## config.mk

```make
export PLATFORM = sky130hd
export DESIGN_NAME = fth_host
export DESIGN_NICKNAME = d
export VERILOG_FILES = /design/src/common/fth_pkg.sv /design/src/rtl/fth_buf.sv /design/src/rtl/fth_host.sv
export SDC_FILE = /design/constraint.sdc
export NUM_CORES = 1
export LEC_CHECK = 0
export ABC_CLOCK_PERIOD_IN_PS = 2200
export BUFFER_PORTS_ARGS = -buffer_cell sky130_fd_sc_hd__clkbuf_2
export CAP_MARGIN = 20
export CORE_MARGIN = 2
export CORE_UTILIZATION = 30
export CTS_BUF_LIST = sky130_fd_sc_hd__clkbuf_4 sky130_fd_sc_hd__clkbuf_8
export CTS_CLUSTER_DIAMETER = 40
export DETAILED_ROUTE_END_ITERATION = 8
export PLACE_DENSITY = 0.5
export SYNTH_ARGS = -nofsm -noshare
export SYNTH_HDL_FRONTEND = slang
export SYNTH_SLANG_ARGS = --single-unit
```

## constraint.sdc

```tcl
create_clock -name clk_in -period 2.2 [get_ports clk_in]
set_input_delay 0.33 -clock clk_in [delete_from_list [all_inputs] [get_ports clk_in]]
set_output_delay 0.33 -clock clk_in [all_outputs]
set_load 0.005 [all_outputs]
```

## src/common/fth_pkg.sv

```systemverilog
package fth_pkg;

	// ************************************************************
	// word geometry and buffering
	// ************************************************************
	localparam int DATA_W = 5;
	localparam int DEV_DEPTH = 64;
	localparam int BUF_DEPTH = 8;
	localparam int CNT_W = 4;

	// ************************************************************
	// clock in MHz, pin timing figures in ns
	// ************************************************************
	localparam int CLK_MHZ = 10;
	localparam int T_PUSH_HIGH_NS = 30;
	localparam int T_PUSH_LOW_NS = 15;
	localparam int T_DATA_HOLD_NS = 35;
	localparam int T_POP_HIGH_NS = 28;
	localparam int T_POP_LOW_NS = 18;
	localparam int T_CLEAR_NS = 40;
	localparam int T_CLEAR_TO_PUSH_NS = 45;

	// least time rounded up to whole cycles, never under one
	function automatic int cyc_min(input int ns);
		int c;
		c = (ns * CLK_MHZ + 999) / 1000;
		return (c < 1) ? 1 : c;
	endfunction

	localparam logic [CNT_W-1:0] PUSH_HIGH_CYC = CNT_W'(cyc_min(T_PUSH_HIGH_NS));
	localparam logic [CNT_W-1:0] PUSH_LOW_CYC = CNT_W'(cyc_min(T_PUSH_LOW_NS));
	localparam logic [CNT_W-1:0] DATA_HOLD_CYC = CNT_W'(cyc_min(T_DATA_HOLD_NS));
	localparam logic [CNT_W-1:0] POP_HIGH_CYC = CNT_W'(cyc_min(T_POP_HIGH_NS));
	localparam logic [CNT_W-1:0] POP_LOW_CYC = CNT_W'(cyc_min(T_POP_LOW_NS));
	localparam logic [CNT_W-1:0] CLEAR_CYC = CNT_W'(cyc_min(T_CLEAR_NS));
	localparam logic [CNT_W-1:0] CLEAR_TO_PUSH_CYC = CNT_W'(cyc_min(T_CLEAR_TO_PUSH_NS));

	// ************************************************************
	// state encodings
	// ************************************************************
	typedef enum logic [1:0] {
		INIT_CLEAR,
		INIT_SETTLE,
		INIT_DONE
	} fth_init_t;

	typedef enum logic [1:0] {
		PUSH_IDLE,
		PUSH_HIGH,
		PUSH_LOW
	} fth_push_t;

	typedef enum logic [1:0] {
		POP_IDLE,
		POP_HIGH,
		POP_LOW
	} fth_pop_t;

endpackage

```

## src/rtl/fth_buf.sv

```systemverilog
`timescale 1ns/1ps
module fth_buf #(
	parameter int WIDTH = 5,
	parameter int DEPTH = 8
) (
	input wire logic clk_in,
	input wire logic rst_n_in,
	input wire logic flush_in,
	input wire logic [WIDTH-1:0] wr_data_in,
	input wire logic wr_valid_in,
	output logic wr_ready_out,
	output logic [WIDTH-1:0] rd_data_out,
	output logic rd_valid_out,
	input wire logic rd_ready_in
);
	localparam int AW = $clog2(DEPTH);

	logic [WIDTH-1:0] mem [DEPTH];
	logic [AW-1:0] wr_ptr_reg;
	logic [AW-1:0] rd_ptr_reg;
	logic [AW:0] count_reg;
	logic [AW:0] count_next;
	logic wr_fire;
	logic rd_fire;

	// ready and valid are registered flags, so both sides see honest levels
	assign wr_fire = wr_valid_in && wr_ready_out;
	assign rd_fire = rd_ready_in && rd_valid_out;
	assign rd_data_out = mem[rd_ptr_reg];

	// occupancy after this cycle's transfers
	always_comb begin
		count_next = count_reg;
		if (wr_fire && !rd_fire) begin
			count_next = count_reg + (AW+1)'(1);
		end else if (rd_fire && !wr_fire) begin
			count_next = count_reg - (AW+1)'(1);
		end
	end

	// storage writes, no reset needed on data
	always_ff @(posedge clk_in) begin
		if (wr_fire) begin
			mem[wr_ptr_reg] <= wr_data_in;
		end
	end

	// pointers, count and flags
	always_ff @(posedge clk_in or negedge rst_n_in) begin
		if (!rst_n_in) begin
			wr_ptr_reg <= '0;
			rd_ptr_reg <= '0;
			count_reg <= '0;
			wr_ready_out <= 1'b0;
			rd_valid_out <= 1'b0;
		end else if (flush_in) begin
			wr_ptr_reg <= '0;
			rd_ptr_reg <= '0;
			count_reg <= '0;
			wr_ready_out <= 1'b0;
			rd_valid_out <= 1'b0;
		end else begin
			if (wr_fire) begin
				wr_ptr_reg <= (wr_ptr_reg == AW'(DEPTH-1)) ? '0 : wr_ptr_reg + AW'(1);
			end
			if (rd_fire) begin
				rd_ptr_reg <= (rd_ptr_reg == AW'(DEPTH-1)) ? '0 : rd_ptr_reg + AW'(1);
			end
			count_reg <= count_next;
			wr_ready_out <= (count_next != (AW+1)'(DEPTH));
			rd_valid_out <= (count_next != '0);
		end
	end

endmodule // fth_buf

```

## src/rtl/fth_host.sv

```systemverilog
`timescale 1ns/1ps
// Overview of operation
// (RQ1) device takes push only with space_available high
// (RQ2) device ignores pushes while space_available low
// (RQ3) first stage drains, then space_available rises
// (RQ4) full device keeps space_available low
// (RQ5) word removed on pop strobe falling edge
// (RQ6) pop only while word_available high
// (RQ7) pop high drives word_available low
// (RQ8) next word ripples out, word_available rises
// (RQ9) last word popped: word_available stays low
// (RQ10) device ignores pops while word_available low
// (RQ11) capture output word before pop falls
// (RQ12) chained devices handshake among themselves
// (RQ13) wide banks combine flags with gates
// (RQ14) storage is 64 words of 4/5 bits
// (RQ15) clear forces space_available low until release
// (RQ16) strobe rate at most 12 MHz
// (RQ17) pulse clear_n low before first use
// (RQ18) push high loads word, space_available drops
// (RQ19) clear drives word_available low
// (RQ20) ripple modelled as a word queue with a lag counter
// (RQ21) device syncs strobes and detects edges
module fth_host (
	input wire logic clk_in,
	input wire logic rst_n_in,
	input wire logic clear_req_in,
	input wire logic [fth_pkg::DATA_W-1:0] wr_data_in,
	input wire logic wr_valid_in,
	output logic wr_ready_out,
	output logic [fth_pkg::DATA_W-1:0] rd_data_out,
	output logic rd_valid_out,
	input wire logic rd_ready_in,
	output logic ready_out,
	output logic [fth_pkg::DATA_W-1:0] dev_data_out,
	output logic dev_push_out,
	input wire logic dev_space_available_in,
	input wire logic [fth_pkg::DATA_W-1:0] dev_data_in,
	output logic dev_pop_out,
	input wire logic dev_word_available_in,
	output logic dev_clear_n_out
);

	// ************************************************************
	// declarations
	// ************************************************************
	fth_pkg::fth_init_t init_reg;
	fth_pkg::fth_push_t push_reg;
	fth_pkg::fth_pop_t pop_reg;
	logic [fth_pkg::CNT_W-1:0] init_cnt_reg;
	logic [fth_pkg::CNT_W-1:0] push_cnt_reg;
	logic [fth_pkg::CNT_W-1:0] pop_cnt_reg;
	logic [fth_pkg::DATA_W-1:0] buf_data;
	logic buf_valid;
	logic buf_take;
	logic push_start;
	logic pop_start;
	logic both_idle;
	logic clear_start;

	// ************************************************************
	// write-side buffer
	// ************************************************************
	// words wait here while the device is busy; a full buffer stalls the writer
	fth_buf #(
		.WIDTH(fth_pkg::DATA_W),
		.DEPTH(fth_pkg::BUF_DEPTH)
	) u_buf (
		.clk_in(clk_in),
		.rst_n_in(rst_n_in),
		.flush_in(clear_start),
		.wr_data_in(wr_data_in),
		.wr_valid_in(wr_valid_in),
		.wr_ready_out(wr_ready_out),
		.rd_data_out(buf_data),
		.rd_valid_out(buf_valid),
		.rd_ready_in(buf_take)
	);

	// ************************************************************
	// start conditions
	// ************************************************************
	// a clear only starts with both strobes low, never mid-handshake
	assign both_idle = (push_reg == fth_pkg::PUSH_IDLE) && (pop_reg == fth_pkg::POP_IDLE);
	assign clear_start = clear_req_in && both_idle && (init_reg == fth_pkg::INIT_DONE);
	// (RQ13) composite flags expected
	// (RQ1) push needs space
	assign push_start = (init_reg == fth_pkg::INIT_DONE) && !clear_req_in &&
		(push_reg == fth_pkg::PUSH_IDLE) && buf_valid && dev_space_available_in;
	assign buf_take = push_start;
	// (RQ6) pop needs word
	assign pop_start = (init_reg == fth_pkg::INIT_DONE) && !clear_req_in &&
		(pop_reg == fth_pkg::POP_IDLE) && dev_word_available_in && !rd_valid_out;

	// ************************************************************
	// clear sequence
	// ************************************************************
	// (RQ17) clear after reset
	always_ff @(posedge clk_in or negedge rst_n_in) begin
		if (!rst_n_in) begin
			init_reg <= fth_pkg::INIT_CLEAR;
			init_cnt_reg <= '0;
			dev_clear_n_out <= 1'b0;
			ready_out <= 1'b0;
		end else begin
			unique case (init_reg)
				fth_pkg::INIT_CLEAR: begin
					if (init_cnt_reg == fth_pkg::CLEAR_CYC - 4'h1) begin
						init_reg <= fth_pkg::INIT_SETTLE;
						init_cnt_reg <= '0;
						dev_clear_n_out <= 1'b1;
					end else begin
						init_cnt_reg <= init_cnt_reg + 4'h1;
					end
				end
				// clear release to first push
				fth_pkg::INIT_SETTLE: begin
					if (init_cnt_reg == fth_pkg::CLEAR_TO_PUSH_CYC - 4'h1) begin
						init_reg <= fth_pkg::INIT_DONE;
						init_cnt_reg <= '0;
						ready_out <= 1'b1;
					end else begin
						init_cnt_reg <= init_cnt_reg + 4'h1;
					end
				end
				fth_pkg::INIT_DONE: begin
					if (clear_start) begin
						init_reg <= fth_pkg::INIT_CLEAR;
						dev_clear_n_out <= 1'b0;
						ready_out <= 1'b0;
					end
				end
			endcase
		end
	end

	// ************************************************************
	// push handshake
	// ************************************************************
	// (RQ16) paced strobe widths
	always_ff @(posedge clk_in or negedge rst_n_in) begin
		if (!rst_n_in) begin
			push_reg <= fth_pkg::PUSH_IDLE;
			push_cnt_reg <= '0;
			dev_push_out <= 1'b0;
			dev_data_out <= '0;
		end else begin
			unique case (push_reg)
				fth_pkg::PUSH_IDLE: begin
					if (push_start) begin
						push_reg <= fth_pkg::PUSH_HIGH;
						push_cnt_reg <= '0;
						dev_push_out <= 1'b1;
						dev_data_out <= buf_data; // data set up with the rising edge
					end
				end
				// (RQ18) wait for acceptance
				fth_pkg::PUSH_HIGH: begin
					if (push_cnt_reg != fth_pkg::PUSH_HIGH_CYC - 4'h1) begin
						push_cnt_reg <= push_cnt_reg + 4'h1;
					end else if (!dev_space_available_in) begin
						push_reg <= fth_pkg::PUSH_LOW;
						push_cnt_reg <= '0;
						dev_push_out <= 1'b0;
					end
				end
				// data held past the fall, and low time kept
				fth_pkg::PUSH_LOW: begin
					if (push_cnt_reg >= fth_pkg::DATA_HOLD_CYC - 4'h1 &&
						push_cnt_reg >= fth_pkg::PUSH_LOW_CYC - 4'h1) begin
						push_reg <= fth_pkg::PUSH_IDLE;
						push_cnt_reg <= '0;
					end else begin
						push_cnt_reg <= push_cnt_reg + 4'h1;
					end
				end
			endcase
		end
	end

	// ************************************************************
	// pop handshake
	// ************************************************************
	// only one word in flight: a pop waits until the reader has taken the last
	always_ff @(posedge clk_in or negedge rst_n_in) begin
		if (!rst_n_in) begin
			pop_reg <= fth_pkg::POP_IDLE;
			pop_cnt_reg <= '0;
			dev_pop_out <= 1'b0;
			rd_data_out <= '0;
		end else begin
			unique case (pop_reg)
				fth_pkg::POP_IDLE: begin
					if (pop_start) begin
						pop_reg <= fth_pkg::POP_HIGH;
						pop_cnt_reg <= '0;
						dev_pop_out <= 1'b1;
						// (RQ11) capture before fall
						rd_data_out <= dev_data_in;
					end
				end
				// (RQ7) flag drops while high
				fth_pkg::POP_HIGH: begin
					if (pop_cnt_reg != fth_pkg::POP_HIGH_CYC - 4'h1) begin
						pop_cnt_reg <= pop_cnt_reg + 4'h1;
					end else if (!dev_word_available_in) begin
						pop_reg <= fth_pkg::POP_LOW;
						pop_cnt_reg <= '0;
						dev_pop_out <= 1'b0;
					end
				end
				// (RQ5) word leaves on fall
				fth_pkg::POP_LOW: begin
					if (pop_cnt_reg == fth_pkg::POP_LOW_CYC - 4'h1) begin
						pop_reg <= fth_pkg::POP_IDLE;
						pop_cnt_reg <= '0;
					end else begin
						pop_cnt_reg <= pop_cnt_reg + 4'h1;
					end
				end
			endcase
		end
	end

	// ************************************************************
	// read-side valid
	// ************************************************************
	// word offered on the same edge the pop strobe falls; a new pop cannot start while set
	always_ff @(posedge clk_in or negedge rst_n_in) begin
		if (!rst_n_in) begin
			rd_valid_out <= 1'b0;
		end else if (pop_reg == fth_pkg::POP_HIGH && !dev_pop_out) begin
			rd_valid_out <= 1'b0;
		end else if (pop_reg == fth_pkg::POP_HIGH &&
			pop_cnt_reg == fth_pkg::POP_HIGH_CYC - 4'h1 && !dev_word_available_in) begin
			rd_valid_out <= 1'b1;
		end else if (rd_ready_in) begin
			rd_valid_out <= 1'b0;
		end
	end

endmodule // fth_host

```

Word level (Yosys, flattened, before mapping)
Memory sizes are Yosys's and may differ from the RTL's. A register that Yosys moved wholly into a read port is not among the register bits.
Index checks and enable logic that the tools add are counted.

cells by class
  add/sub/neg operators = 7
  $lt $le $gt $ge = 1
  equality and inequality tests = 22
  multiplexer cells = 53
  reductions and logical operators = 51

operator list
  kind                   number
  $mux W4                12
  $pmux W4 S3            2
  $mux W2                11
  $ne A2 B2 Y1 const B   10
  $mux W3                6
  $pmux W2 S3            3
  $logic_and A1 B1 Y1    17
  $add A4 B1 Y4 const B  4
  $reduce_and A4 Y1      4
  $mux W1                15
  $reduce_bool A2 Y1     6
  $reduce_bool A4 Y1     3
  $reduce_and A3 Y1      3
  $logic_not A4 Y1       2
  $pmux W1 S2            4
  $reduce_and A2 Y1      4
  $logic_not A1 Y1       7
  $add A3 B1 Y3 const B  2
  $eq A2 B1 Y1 const B   3
  $eq A2 B2 Y1 const B   3
  $eq A3 B3 Y1 const B   2
  $logic_not A2 Y1       3
  $ne A3 B3 Y1 const B   2
  $ge A4 B1 Y1 const B   1
  5 further kinds        5

word-level totals
  bits in registers = 40
  bits in writable memories = 40
  output and inout bits = 16
  word-level logic and storage cells = 152
  memories = 1

memories
  memory     depth  bits a word  read ports  clocked after memory_dff  wr ports  line           text
  u_buf.mem  8      5            1           1                         1         fth_buf.sv:18  logic [WIDTH-1:0] mem [DEPTH];

Depth between registers and ports, before layout
Gate-level depths: netlist of run 1.

  depth in word-level cells = 11
  depth in mapped cells = 8

Modules after synthesis
Synthesis of run 1 repeated with hierarchy kept, for this count alone.

second synthesis, totals
  cell total of the unflattened synthesis = 306
  area total of the unflattened synthesis = 4,017.6 µm²

by module, submodules not included
  module    instances  cells an instance  area an instance (µm²)  seq. area each (µm²)
  fth_buf   1          142                2,252.2                 1,501.4
  fth_host  1          164                1,765.4                 825.8

Worst setup path after synthesis of run 1
OpenSTA, ideal clock, no wires.

  kind = flip-flop to flip-flop
  start = register push_reg[0]
  end = register u_buf.rd_valid_out
  setup time = 0.137 ns
  arrival = 1.756 ns
  path slack = 0.308 ns
  cell stages (with the launch flop) = 9
  clock period less this slack = 1.892 ns
  cells stage by stage = dfrtp_1 -> inv_1 -> ha_1 -> and4b_4 -> and3_1 -> buf_6 -> or4_4 -> o21ai_2 -> a31oi_1

on the way
  longest elaborated chain between the ends = 10
  elaborated cells on any way between the ends = 15
  classes of those cells = 3 x mux; 12 x reduce/logical

RTL lines
  what                                                     line                            text
  from (decl)                                              fth_host.sv:48                  fth_pkg::fth_push_t push_reg;
  from (signal assigned)                                   fth_host.sv:143                 push_reg <= fth_pkg::PUSH_IDLE;
  from (signal assigned)                                   fth_host.sv:151                 push_reg <= fth_pkg::PUSH_HIGH;
  from (signal assigned)                                   fth_host.sv:162                 push_reg <= fth_pkg::PUSH_LOW;
  $logic_not A2 Y1 (*)                                     fth_host.sv:84, fth_host.sv:89
  $logic_and A1 B1 Y1                                      fth_host.sv:88                  assign push_start = (init_reg == fth_pkg::INIT_DONE) && !clear_req_in &&
  $logic_and A1 B1 Y1 (2 in series)                        fth_host.sv:89                  (push_reg == fth_pkg::PUSH_IDLE) && buf_valid && dev_space_available_in;
  $logic_and A1 B1 Y1                                      fth_buf.sv:28                   assign rd_fire = rd_ready_in && rd_valid_out;
  $logic_and A1 B1 Y1 or $logic_not A1 Y1 (tied branches)  fth_buf.sv:36, fth_buf.sv:34
  $mux W4 or $logic_and A1 B1 Y1 (tied branches)           fth_buf.sv:36, fth_buf.sv:34
  $mux W4                                                  fth_buf.sv:34                   if (wr_fire && !rd_fire) begin
  $reduce_bool A4 Y1                                       fth_buf.sv:71                   rd_valid_out <= (count_next != '0);
  $mux W1 (*)                                              fth_buf.sv:56                   end else if (flush_in) begin
  to (signal assigned)                                     fth_buf.sv:71
  to (decl)                                                fth_buf.sv:13                   output logic rd_valid_out,

Mark *: on every way between the ends. The rest lies on a longest branch, timed or not.
A chain may end at the register's enable or synchronous reset.

Worst setup path after layout of run 1
  start = register init_reg[0]
  end = register u_buf.wr_ready_out

on the way
  longest elaborated chain between the ends = 11
  elaborated cells on any way between the ends = 14
  classes of those cells = 2 x eq/ne; 3 x mux; 9 x reduce/logical

RTL lines
  what                                                     line                            text
  from (decl)                                              fth_host.sv:47                  fth_pkg::fth_init_t init_reg;
  from (signal assigned)                                   fth_host.sv:101                 init_reg <= fth_pkg::INIT_CLEAR;
  from (signal assigned)                                   fth_host.sv:109                 init_reg <= fth_pkg::INIT_SETTLE;
  from (signal assigned)                                   fth_host.sv:119                 init_reg <= fth_pkg::INIT_DONE;
  $eq A2 B2 Y1 (*)                                         fth_host.sv:85, fth_host.sv:88
  $logic_and A1 B1 Y1 (2 in series)                        fth_host.sv:88
  $logic_and A1 B1 Y1 (2 in series)                        fth_host.sv:89
  $logic_and A1 B1 Y1                                      fth_buf.sv:28
  $logic_and A1 B1 Y1 or $logic_not A1 Y1 (tied branches)  fth_buf.sv:36, fth_buf.sv:34
  $mux W4 or $logic_and A1 B1 Y1 (tied branches)           fth_buf.sv:36, fth_buf.sv:34
  $mux W4                                                  fth_buf.sv:34
  $ne A4 B4 Y1                                             fth_buf.sv:70                   wr_ready_out <= (count_next != (AW+1)'(DEPTH));
  $mux W1 (*)                                              fth_buf.sv:56
  to (signal assigned)                                     fth_buf.sv:70
  to (decl)                                                fth_buf.sv:11                   output logic wr_ready_out,

Marks and branches as above.

==> results.md, run 1 <==
- Status: finished, final reports clean
- Synthesis warning total: 0
- Area of the die: about 14000 um^2
- Clock-pin slew on the worst setup and hold paths: roughly 0.090 ns
- Place WS: 0.3426 ns
- Hold crit path type: input port to asynchronous set/reset pin
- Layout cells sized above 1: 24.72%
- Worst path buffer plus inverter count: 1
- # setup viols final: 0
- RR Endpoint: u_buf.wr_ready_out$_DFF_PN0_
- Clk sink count: between 80 and 90
- Wire per inst: 13.94 um
- Internal power: ~3300 uW
- DR DRC count: 0
- Top post-synthesis cells by area: edfxtp_1, dfrtp_1, ha_1
- Max FFs per register: 40
- Crit-path max FO: 7
- Critical path startpoint category: register
- Mapped cell area: roughly 4000 um^2
- Multi-input gate area: 1481 um^2
- Vias in the first global route: ~2500
- Post-synth ARST share: between 50% and 60%
- Mapped Nets: between 300 and 400
- Seq/Total Area, Yosys: just under 60%
- Post_cts resized: 0
- Post-synth EDFFs: 40
- Reg2Reg Setup Slack: between 0.3 and 0.4 ns
- Area of the core: 12670 um^2
- Final period util: 85.16%
- DP Wirelength: between 5000 and 6000 um
- Register area: 2327 um^2
- Top delay family on crit path: simple AND/OR/NAND/NOR gates
- Worst Setup Path Type: register to register
- CTS tree: built
- Biggest regs: u_buf.mem: 40 flops, dev_data_out: 5 flops, rd_data_out: 5 flops
- Switching power: between 1500 and 2000 uW
- Post-CTS Setup Inserts: 0
- Largest net degree at the start of global routing: between 40 and 50
- Peak supply drop: slightly above 0.3 mV
- Worst-Skew Late Latency: approximately 0.36 ns
- Detail Route Antenna Nets: 0
- Fin crit period: ~1.9 ns
- Clock buffer depth: 2
- Vias: 2476
- Max Cap Viol: 0
- Reg2Reg Launch Point: init_reg[0]$_DFFE_PN0P_
- Critical path's slowest cell: or4_4
- Cell taking the most area after synthesis: edfxtp_1
- Initial antenna violation count: 0
- Logic pwr share: a little over a third
- GR Overflow Total: 0
- RSZ-0062 raised after global routing: no
- Die Wd: roughly 120 um
- Slew Viols, Final: 0
- Worst Tran Pin Value: 0.5907 ns
- Initial DRC Count: about 130
- Area Overhead vs Synth: 15.50%
- Crit. End Element: register
- Port buffer count: 32
- Clock power frac: 19.6%
- Register with the most flip-flops: u_buf.mem
- Syn Area/Cell: 12.92 um^2
- Die Y: about 120 um
- Worst slew margin: 60.62%
- Total wire length: 7360 um
- Row Count: between 40 and 50
- Critical Path, Cell by Cell: inv_1 > ha_1 > and4b_4 > and3_1 > or4_4 > o21ai_2 > a31oi_1
- Critical Path RT: between 2 and 2.5 ns
- Average vias per placed instance: 4.689
- Sw Ratio: between 30 and 40%
- Initial Util: a little under a third
- Total track usage: 11.49%
- F_max: between 500 and 600 MHz
- First-pass DRT Iterations: 4
- First-pass GRT wire length: 12520 um
- Hold-fix buffers, CTS: 0
- Yosys reg bits: between 80 and 90
- Power Density: 1130 nW/um^2
- Fillers: between 1000 and 1500
- Final setup TNS: 0 ns
- Num CTS Buffers: 9
- Total Nets Final: 388
- I/O pin cnt: 33
- ANT cells: 0
- Sequential Power Share: roughly 46%
- CTS HTree Levels: 3
- Top_reg_cell synth: dfrtp_1
- Post-synth top area share: between 30 and 40%
- Clock skew: 0.008771 ns
- Leak: approximately 0.0019 uW
- Post-Syn Instances: roughly 300
- Final Hold Viols: 0
- CTS root buf: clkbuf_8
- Worst setup margin: 0.3265 ns
- Layout Utilization: a little over a third
- Max incr delay on CP: between 0.4 and 0.5 ns
- Yosys cell types: 46
- Final Wtd Congestion: roughly 0.74
- Worst Reg2Reg Path Length in Cells: 7
- Crit path arrival time: between 2 and 2.5 ns
worst reg2reg max path, delay by kind of cell, from the launching register on:
| kind | cells | cell delay [ns] |
|---|---|---|
| AO/OA/AOI/OAI | 2 | 0.18 |
| AND/OR/NAND/NOR | 3 | 0.90 |
| buffers and inverters | 1 | 0.07 |
| flip-flops | 1 | 0.38 |
| adder cells (fa/ha/maj) | 1 | 0.21 |
metal layers:
layer  vias to the layer above  wire length, um  track usage [%]
met4                         0              112            4.970
met2                        30             3381            17.27
met1                      1229             3713            15.85
met5                         -                0                0
li1                       1207                -                -
met3                        10              153            2.654
cell families after synthesis:
family	Yosys count	synth area share (%)
AO/OA/AOI/OAI	53	8.754
XOR/XNOR	8	1.789
adder cells (fa/ha/maj)	20	6.390
buffers and inverters	26	2.747
flip-flops	85	59.42
multiplexers	24	9.553
AND/OR/NAND/NOR	87	11.34
cells in the final DEF (no fill, tap or decap), types with 7 or more instances in the layout:
master,instances
dfrtp_1,45
edfxtp_1,40
clkbuf_2,32
nand2_1,24
o21ai_0,20
ha_1,20
nor2_1,19
inv_1,18
a21oi_1,13
buf_4,13
nor3_1,11
mux4_2,10
nand3_1,9
clkbuf_8,9
mux2i_1,7
mux2_2,7
per-stage QoR:
stage          hold WS, ns  area, um^2  power [uW]  cells
2_1_floorplan      0.03441        3916        3577    303
3_3_place_gp        0.4578        4349        4163    512
3_5_place_dp        0.4647        4349        4188    512
4_1_cts            0.06905        4523        5212    528
5_1_grt             0.1051        4523        5546    528
6_report           0.04974        4523        5111    528
how the worst max path moves through the flow:
stage / endpoint / startpoint / cells past startpoint
6_report: u_buf.wr_ready_out$_DFF_PN0_ / init_reg[0]$_DFFE_PN0P_ / 7
5_1_grt: pop_cnt_reg[2]$_DFFE_PN0P_ / init_reg[0]$_DFFE_PN0P_ / 8
4_1_cts: u_buf.wr_ready_out$_DFF_PN0_ / init_reg[0]$_DFFE_PN0P_ / 7
3_5_place_dp: u_buf.rd_valid_out$_DFF_PN0_ / init_reg[0]$_DFFE_PN0P_ / 7
3_3_place_gp: u_buf.rd_valid_out$_DFF_PN0_ / init_reg[0]$_DFFE_PN0P_ / 7
2_1_floorplan: u_buf.rd_valid_out$_DFF_PN0_ / push_reg[0]$_DFFE_PN0P_ / 8
power by group through the flow:
stage | clock network [uW] | logic [uW] | registers (uW)
after CTS | 1050 | 1820 | 2340
after global placement | 0 | 1810 | 2360
final | 1000 | 1780 | 2330
after floorplan | 0 | 1270 | 2300
after global routing | 1120 | 2040 | 2390
after detailed placement | 0 | 1810 | 2370
final cells by class:
class,instances,area share [%]
sequential,85,51.45
clock buffer,9,2.739
tap,172,4.758
timing repair buffer,45,5.698
multi-input combinational,192,32.75
inverter,18,1.494
clock inverter,7,1.107
synthesized netlist by cell type (all sizes together) (4+ instances only):
master,count
edfxtp,40
mux4,10
nand3,9
dfrtp,45
a21oi,14
ha,20
nand2,24
mux2i,7
clkbuf,4
nor3,11
o21ai,21
mux2,7
buf,4
nor2,19
nand2b,4
xor2,5
nor3b,5
inv,18
Power figures use the tool's default switching activity.
==> run 2: changes to the inputs <==
SETUP_SLACK_MARGIN = 0.4   (was default)
==> run 2 against run 1 <==
Effect of this change: clock power increased by 25%; clock skew decreased by 0.0027 ns; flip-flop and latch count unchanged; sequential share of layout area decreased by 2.3 points; total power increased by 9.0%; global-route usage increased by 0.27 points; register-to-register slack improved by 0.13 ns; maximum frequency increased by 7.4%; clock-buffer cell count increased by 2; via count increased by 0.28%.
==> results.md, run 2 (synthesis gave the netlist of run 1 again) <==
- Worst Tran Pin Value: 0.6149 ns (was 0.5907 ns)
- First-pass DRT Iterations: 4 (unchanged)
- Crit-path max FO: 4 (was 7)
- Row Count: 41 (unchanged)
- RSZ-0062 raised after global routing: yes (was no)
- Initial DRC Count: 96 (was 125)
- F_max: 573.0 MHz (was 533.7 MHz)
- Clock buffer depth: 2 (unchanged)
- CTS tree: built (unchanged)
- Area of the core: 12670 um^2 (unchanged)
- Crit. End Element: register (unchanged)
- Critical Path RT: 2.46 ns (was 2.44 ns)
- Area of the die: 13980 um^2 (unchanged)
- Reg2Reg Launch Point: init_reg[0]$_DFFE_PN0P_ (unchanged)
- Initial Util: 30.91% (unchanged)
- Total Nets Final: 395 (was 388)
- Vias: 2483 (was 2476)
- Fillers: 1220 (was 1263)
- Final Wtd Congestion: 0.8028 (was 0.7358)
- Die Wd: 118.3 um (unchanged)
- Power Density: 1177 nW/um^2 (was 1130 nW/um^2)
- Total wire length: 7719 um (was 7360 um)
- Leak: 0.001937 uW (was 0.001852 uW)
- Largest net degree at the start of global routing: 46 (unchanged)
- Finished layout cell area: 4731 um^2 (was 4523 um^2)
- Die Y: 118.3 um (unchanged)
- Clock skew: 0.006092 ns (was 0.008771 ns)
- Final Hold Viols: 0 (unchanged)
- Total power: 5569 uW (was 5111 uW)
- Average vias per placed instance: 4.641 (was 4.689)
- GR Overflow Total: 0 (unchanged)
- Crit path arrival time: 2.00 ns (was 2.11 ns)
- Wire per inst: 14.43 um (was 13.94 um)
- Layout cells sized above 1: 29.75% (was 24.72%)
- Layout Utilization: 37.34% (was 35.70%)
- Port buffer count: 32 (unchanged)
- ANT cells: 0 (unchanged)
- Critical path startpoint category: register (unchanged)
- Final period util: 79.32% (was 85.16%)
- Clk sink count: 85 (unchanged)
- Peak supply drop: 0.3830 mV (was 0.3051 mV)
- Worst slew margin: 58.85% (was 60.62%)
- Detail Route Antenna Nets: 0 (unchanged)
- Status: finished, final reports clean (unchanged)
- Worst Setup Path Type: register to register (unchanged)
- Initial antenna violation count: 0 (unchanged)
- Reg2Reg Setup Slack: 0.45 ns (was 0.33 ns)
- Hold crit path type: input port to asynchronous set/reset pin (unchanged)
- Most frequent cells in the layout: dfrtp_1, edfxtp_1, clkbuf_2 (unchanged)
- Vias in the first global route: 2568 (was 2516)
- First-pass GRT wire length: 12800 um (was 12520 um)
- Worst Reg2Reg Path Length in Cells: 8 (was 7)
- Register with the most flip-flops: u_buf.mem (unchanged)
- Total track usage: 11.76% (was 11.49%)
- RR Endpoint: pop_cnt_reg[2]$_DFFE_PN0P_ (was u_buf.wr_ready_out$_DFF_PN0_)
- Final setup TNS: 0 ns (unchanged)
- Commonest non-fill, non-tap cell in the layout: dfrtp_1 (unchanged)
- I/O pin cnt: 33 (unchanged)
- Num CTS Buffers: 9 (unchanged)
- Max FFs per register: 40 (unchanged)
- CTS HTree Levels: 3 (unchanged)
- CTS root buf: clkbuf_8 (unchanged)
- Slew Viols, Final: 0 (unchanged)
- Clock-pin slew on the worst setup and hold paths: 0.08 ns (was 0.09 ns)
- Max Cap Viol: 0 (unchanged)
- Fin crit period: 1.745 ns (was 1.874 ns)
- DR DRC count: 0 (unchanged)
- Area Overhead vs Synth: 20.80% (was 15.50%)
- Biggest regs: u_buf.mem: 40 flops, dev_data_out: 5 flops, rd_data_out: 5 flops (unchanged)
- Dpl cell area: 4362 um^2 (was 4349 um^2)
- Worst-Skew Late Latency: 0.36 ns (about the same)
- DP Wirelength: 5151 um (was 5112 um)
- # setup viols final: 0 (unchanged)
-- run 2: how the worst max path moves through the flow --
stage	slack (ns)	from	cells past startpoint	endpoint
finish	0.45	init_reg[0]$_DFFE_PN0P_	8	pop_cnt_reg[2]$_DFFE_PN0P_
global route	0.37	init_reg[0]$_DFFE_PN0P_	8	pop_cnt_reg[2]$_DFFE_PN0P_
CTS	0.41	push_cnt_reg[0]$_DFFE_PN0P_	7	dev_push_out$_DFFE_PN0P_
detailed placement	0.31	init_reg[0]$_DFFE_PN0P_	7	u_buf.wr_ready_out$_DFF_PN0_
global placement	0.35	init_reg[0]$_DFFE_PN0P_	7	u_buf.rd_valid_out$_DFF_PN0_
floorplan	0.40	init_reg[0]$_DFFE_PN0P_	8	u_buf.rd_valid_out$_DFF_PN0_
-- run 2: routing by layer --
| layer | global-route usage [%] | wire length [um] | part of all wire, % |
|---|---|---|---|
| met5 | 0 | 0 | 0 |
| met4 | 6.777 | 181 | 2.3 |
| met3 | 1.689 | 141 | 1.8 |
| met1 | 15.48 | 3780 | 49 |
| met2 | 18.50 | 3615 | 47 |
-- run 2: power by group --
group          leakage, uW  switching [uW]  internal [uW]  total (uW)
clock             0.000111             581            669        1250
combinational     0.000895            1030            950        1980
sequential        0.000931             285           2060        2340
-- run 2: area by class of cell --
cell class,count,area [um^2],area share (%)
tap,172,215.2,4.549
clock inverter,5,85.08,1.798
multi-input combinational,192,1587,33.54
clock buffer,11,138.9,2.936
timing repair buffer,52,310.3,6.559
sequential,85,2327,49.19
inverter,18,67.56,1.428
-- run 2: through the flow --
step	setup slack, ns	hold slack, ns	std cells
floorplan	0.4004	0.03441	303
global placement	0.3497	0.4590	511
detailed placement	0.3054	0.4662	511
CTS	0.4125	0.07222	531
global route	0.3709	0.1103	535
finish	0.4549	0.05053	535
-- run 2: critical path, cell delays in order (launching register included) --
cell       delay, ns
dfrtp_1         0.40
inv_2           0.09
ha_4            0.14
buf_4           0.12
nand4bb_1       0.21
a32oi_2         0.30
nand2_1         0.11
xnor2_1         0.12
and2_1          0.16
-- run 2: timing repair --
item,CTS,global route
hold buffers,0,0
pin swaps,2,8
endpoints found under the setup margin,4,15
cloned,0,0
buffers inserted,4,4
gates resized for setup,2,15
==> run 3: changes to the inputs <==
ABC_CLOCK_PERIOD_IN_PS = 1600   (was 2200)
PLACE_DENSITY = 0.51   (was 0.5)
clock period = 1.6 ns   (was 2.2 ns; I/O delays follow)
==> run 3 against run 2 <==
Effect of this change: the flow now finishes with violations (setup timing); register-to-register slack got worse by 0.58 ns; clock skew increased by 0.0033 ns; maximum frequency increased by 0.99%; die area unchanged; clock-buffer cell count unchanged; core utilization increased by 7.1 points; critical path type unchanged; largest cell class unchanged; largest power group is now combinational cells; highest routed layer unchanged.
==> results.md, run 3 (synthesis gave the netlist of run 1 again) <==
- Die Y: 118.3 um (unchanged)
- Critical path startpoint category: register (unchanged)
- Port buffer count: 32 (unchanged)
- CTS HTree Levels: 3 (unchanged)
- Clock buffer depth: 2 (unchanged)
- Worst Setup Path Type: register to register (unchanged)
- Hold path start: dev_data_in[1]
- Layout Utilization: 44.42% (was 37.34%)
- Crit-path max FO: 5 (was 4)
- Average vias per placed instance: 4.580 (was 4.641)
- Hold crit path type: input port to register (was input port to asynchronous set/reset pin)
- Final Hold Viols: 0 (unchanged)
- Vias in the first global route: 2742 (was 2568)
- Crit. End Element: register (unchanged)
- Most frequent cells in the layout: dfrtp_1, edfxtp_1, buf_4 (was dfrtp_1, edfxtp_1, clkbuf_2)
- Total Nets Final: 434 (was 395)
- Wire per inst: 13.72 um (was 14.43 um)
- Switching power: 3247 uW (was 1893 uW)
- Final Wtd Congestion: 0.7551 (was 0.8028)
- Hold slack: 0.09486 ns (was 0.05053 ns)
- Detail Route Antenna Nets: 0 (unchanged)
- Worst Reg2Reg Path Length in Cells: 7 (was 8)
- Reg2Reg Setup Slack: -0.13 ns (was 0.45 ns)
- Largest net degree at the start of global routing: 46 (unchanged)
- Final setup TNS: -0.5076 ns (was 0 ns)
- ANT cells: 0 (unchanged)
- Num CTS Buffers: 9 (unchanged)
- CTS tree: built (unchanged)
- Reg2Reg Launch Point: push_reg[0]$_DFFE_PN0P_ (was init_reg[0]$_DFFE_PN0P_)
- Initial DRC Count: 109 (was 96)
- Worst slew margin: 72.09% (was 58.85%)
- DR DRC count: 0 (unchanged)
- Initial Util: 30.91% (unchanged)
- Final period util: 108.0% (was 79.32%)
- Worst setup margin: -0.1280 ns (was 0.4549 ns)
- Internal power: 5984 uW (was 3676 uW)
- Clock power frac: 17.0% (was 22.5%)
- Clk sink count: 85 (unchanged)
- RR Endpoint: u_buf.rd_valid_out$_DFF_PN0_ (was pop_cnt_reg[2]$_DFFE_PN0P_)
- I/O pin cnt: 33 (unchanged)
- Failing checks: setup timing
- # setup viols final: 9 (was 0)
- Biggest regs: u_buf.mem: 40 flops, dev_data_out: 5 flops, rd_data_out: 5 flops (unchanged)
- RSZ-0062 raised after global routing: yes (unchanged)
- CP startpoint: push_reg[0]$_DFFE_PN0P_ (was init_reg[0]$_DFFE_PN0P_)
- Logic pwr share: 48.0% (was 35.5%)
- Total wire length: 7873 um (was 7719 um)
- Area of the die: 13980 um^2 (unchanged)
- Total track usage: 12.29% (was 11.76%)
- Initial antenna violation count: 0 (unchanged)
- Register with the most flip-flops: u_buf.mem (unchanged)
- Fin crit period: 1.728 ns (was 1.745 ns)
- Hold Path Stages: 2
- Sw Ratio: 35.18% (was 33.99%)
- Area of the core: 12670 um^2 (unchanged)
- DP Wirelength: 5349 um (was 5151 um)
- Hold Path End: rd_data_out[1]$_DFFE_PN0P_
- Peak supply drop: 0.6807 mV (was 0.3830 mV)
- Leak: 0.002275 uW (was 0.001937 uW)
- Sequential Power Share: 35.0% (was 42.1%)
- Commonest non-fill, non-tap cell in the layout: dfrtp_1 (unchanged)
- Clock skew: 0.009346 ns (was 0.006092 ns)
- First-pass DRT Iterations: 4 (unchanged)
- Status: finished, violations left (was finished, final reports clean)
- GR Overflow Total: 0 (unchanged)
- Die Wd: 118.3 um (unchanged)
- Power Density: 1640 nW/um^2 (was 1177 nW/um^2)
- F_max: 578.7 MHz (was 573.0 MHz)
- Slew Viols, Final: 0 (unchanged)
- CTS root buf: clkbuf_8 (unchanged)
- Max Cap Viol: 0 (unchanged)
- Vias: 2629 (was 2483)
- Layout cells sized above 1: 53.73% (was 29.75%)
- First-pass GRT wire length: 13410 um (was 12800 um)
- Worst Tran Pin Value: 0.4187 ns (was 0.6149 ns)
- Max FFs per register: 40 (unchanged)
- Worst-Skew Late Latency: 0.38 ns (was 0.36 ns)
- Clock-pin slew on the worst setup and hold paths: 0.08 ns (about the same)
- Crit path arrival time: 1.98 ns (was 2.00 ns)
- Area Overhead vs Synth: 43.71% (was 20.80%)
- Critical Path RT: 1.85 ns (was 2.46 ns)
- Row Count: 41 (unchanged)
==> run 3: cell count changes in the layout (fill, tap and decap cells not counted), sizes merged <==
cell	change
clkbuf	-1
inv	+1
dlygate4sd3	+1
buf	+39
bufinv	-1
==> run 3: repair_timing <==
item                                    CTS  global route
buffers inserted                         16             9
resized for setup                        62            37
hold buffers                              1             0
pin swaps                                22            22
cloned                                    1             0
hold endpoints to repair                 45             0
endpoints found under the setup margin   86            86
==> run 3: stage by stage <==
stage / total power (uW) / setup WS [ns] / instances / area, um^2
after global routing: 9882 / -0.1863 / 574 / 5628
after global placement: 6482 / -0.1265 / 531 / 4766
after detailed placement: 6533 / -0.1994 / 531 / 4766
after floorplan: 5372 / -0.1774 / 303 / 4187
after CTS: 8868 / -0.1320 / 565 / 5363
final: 9231 / -0.1280 / 574 / 5628
==> run 3: area by class of cell <==
cell class | instances | area [um^2]
Clock buffer | 11 | 138.9
Tap cell | 172 | 215.2
Multi-Input combinational cell | 192 | 2023
Timing Repair Buffer | 91 | 790.8
Sequential cell | 85 | 2332
Inverter | 18 | 67.56
Fill cell | 1165 | 7043
Clock inverter | 5 | 60.06
==> run 3: layer usage <==
layer,wire length (um),global-route usage (%),vias up
li1,-,-,1298
met2,3821,19.58,33
met4,168,5.648,0
met3,277,3.716,13
met5,0,0,-
met1,3605,15.31,1285
==> run 3: worst max-delay path, cell delays in order (launching register included) <==
cell and delay (ns):
dfrtp_1 0.39, inv_2 0.08, ha_4 0.13, and4b_4 0.27
a21oi_2 0.07, or4_4 0.48, o21ai_2 0.09, a31oi_1 0.09
==> run 3: how the worst max path moves through the flow <==
stage                                         endpoint  cells past startpoint
after floorplan           u_buf.rd_valid_out$_DFF_PN0_                      8
after global placement    u_buf.rd_valid_out$_DFF_PN0_                      7
after detailed placement  u_buf.wr_ready_out$_DFF_PN0_                      7
after CTS                 u_buf.rd_valid_out$_DFF_PN0_                      7
after global routing      u_buf.rd_valid_out$_DFF_PN0_                      7
final                     u_buf.rd_valid_out$_DFF_PN0_                      7
==> run 3: power by group through the flow <==
stage / clock [uW] / sequential [uW] / combinational (uW)
floorplan: 0 / 3260 / 2110
global placement: 0 / 3240 / 3240
detailed placement: 0 / 3250 / 3280
CTS: 1620 / 3230 / 4020
global route: 1710 / 3310 / 4860
finish: 1570 / 3230 / 4430
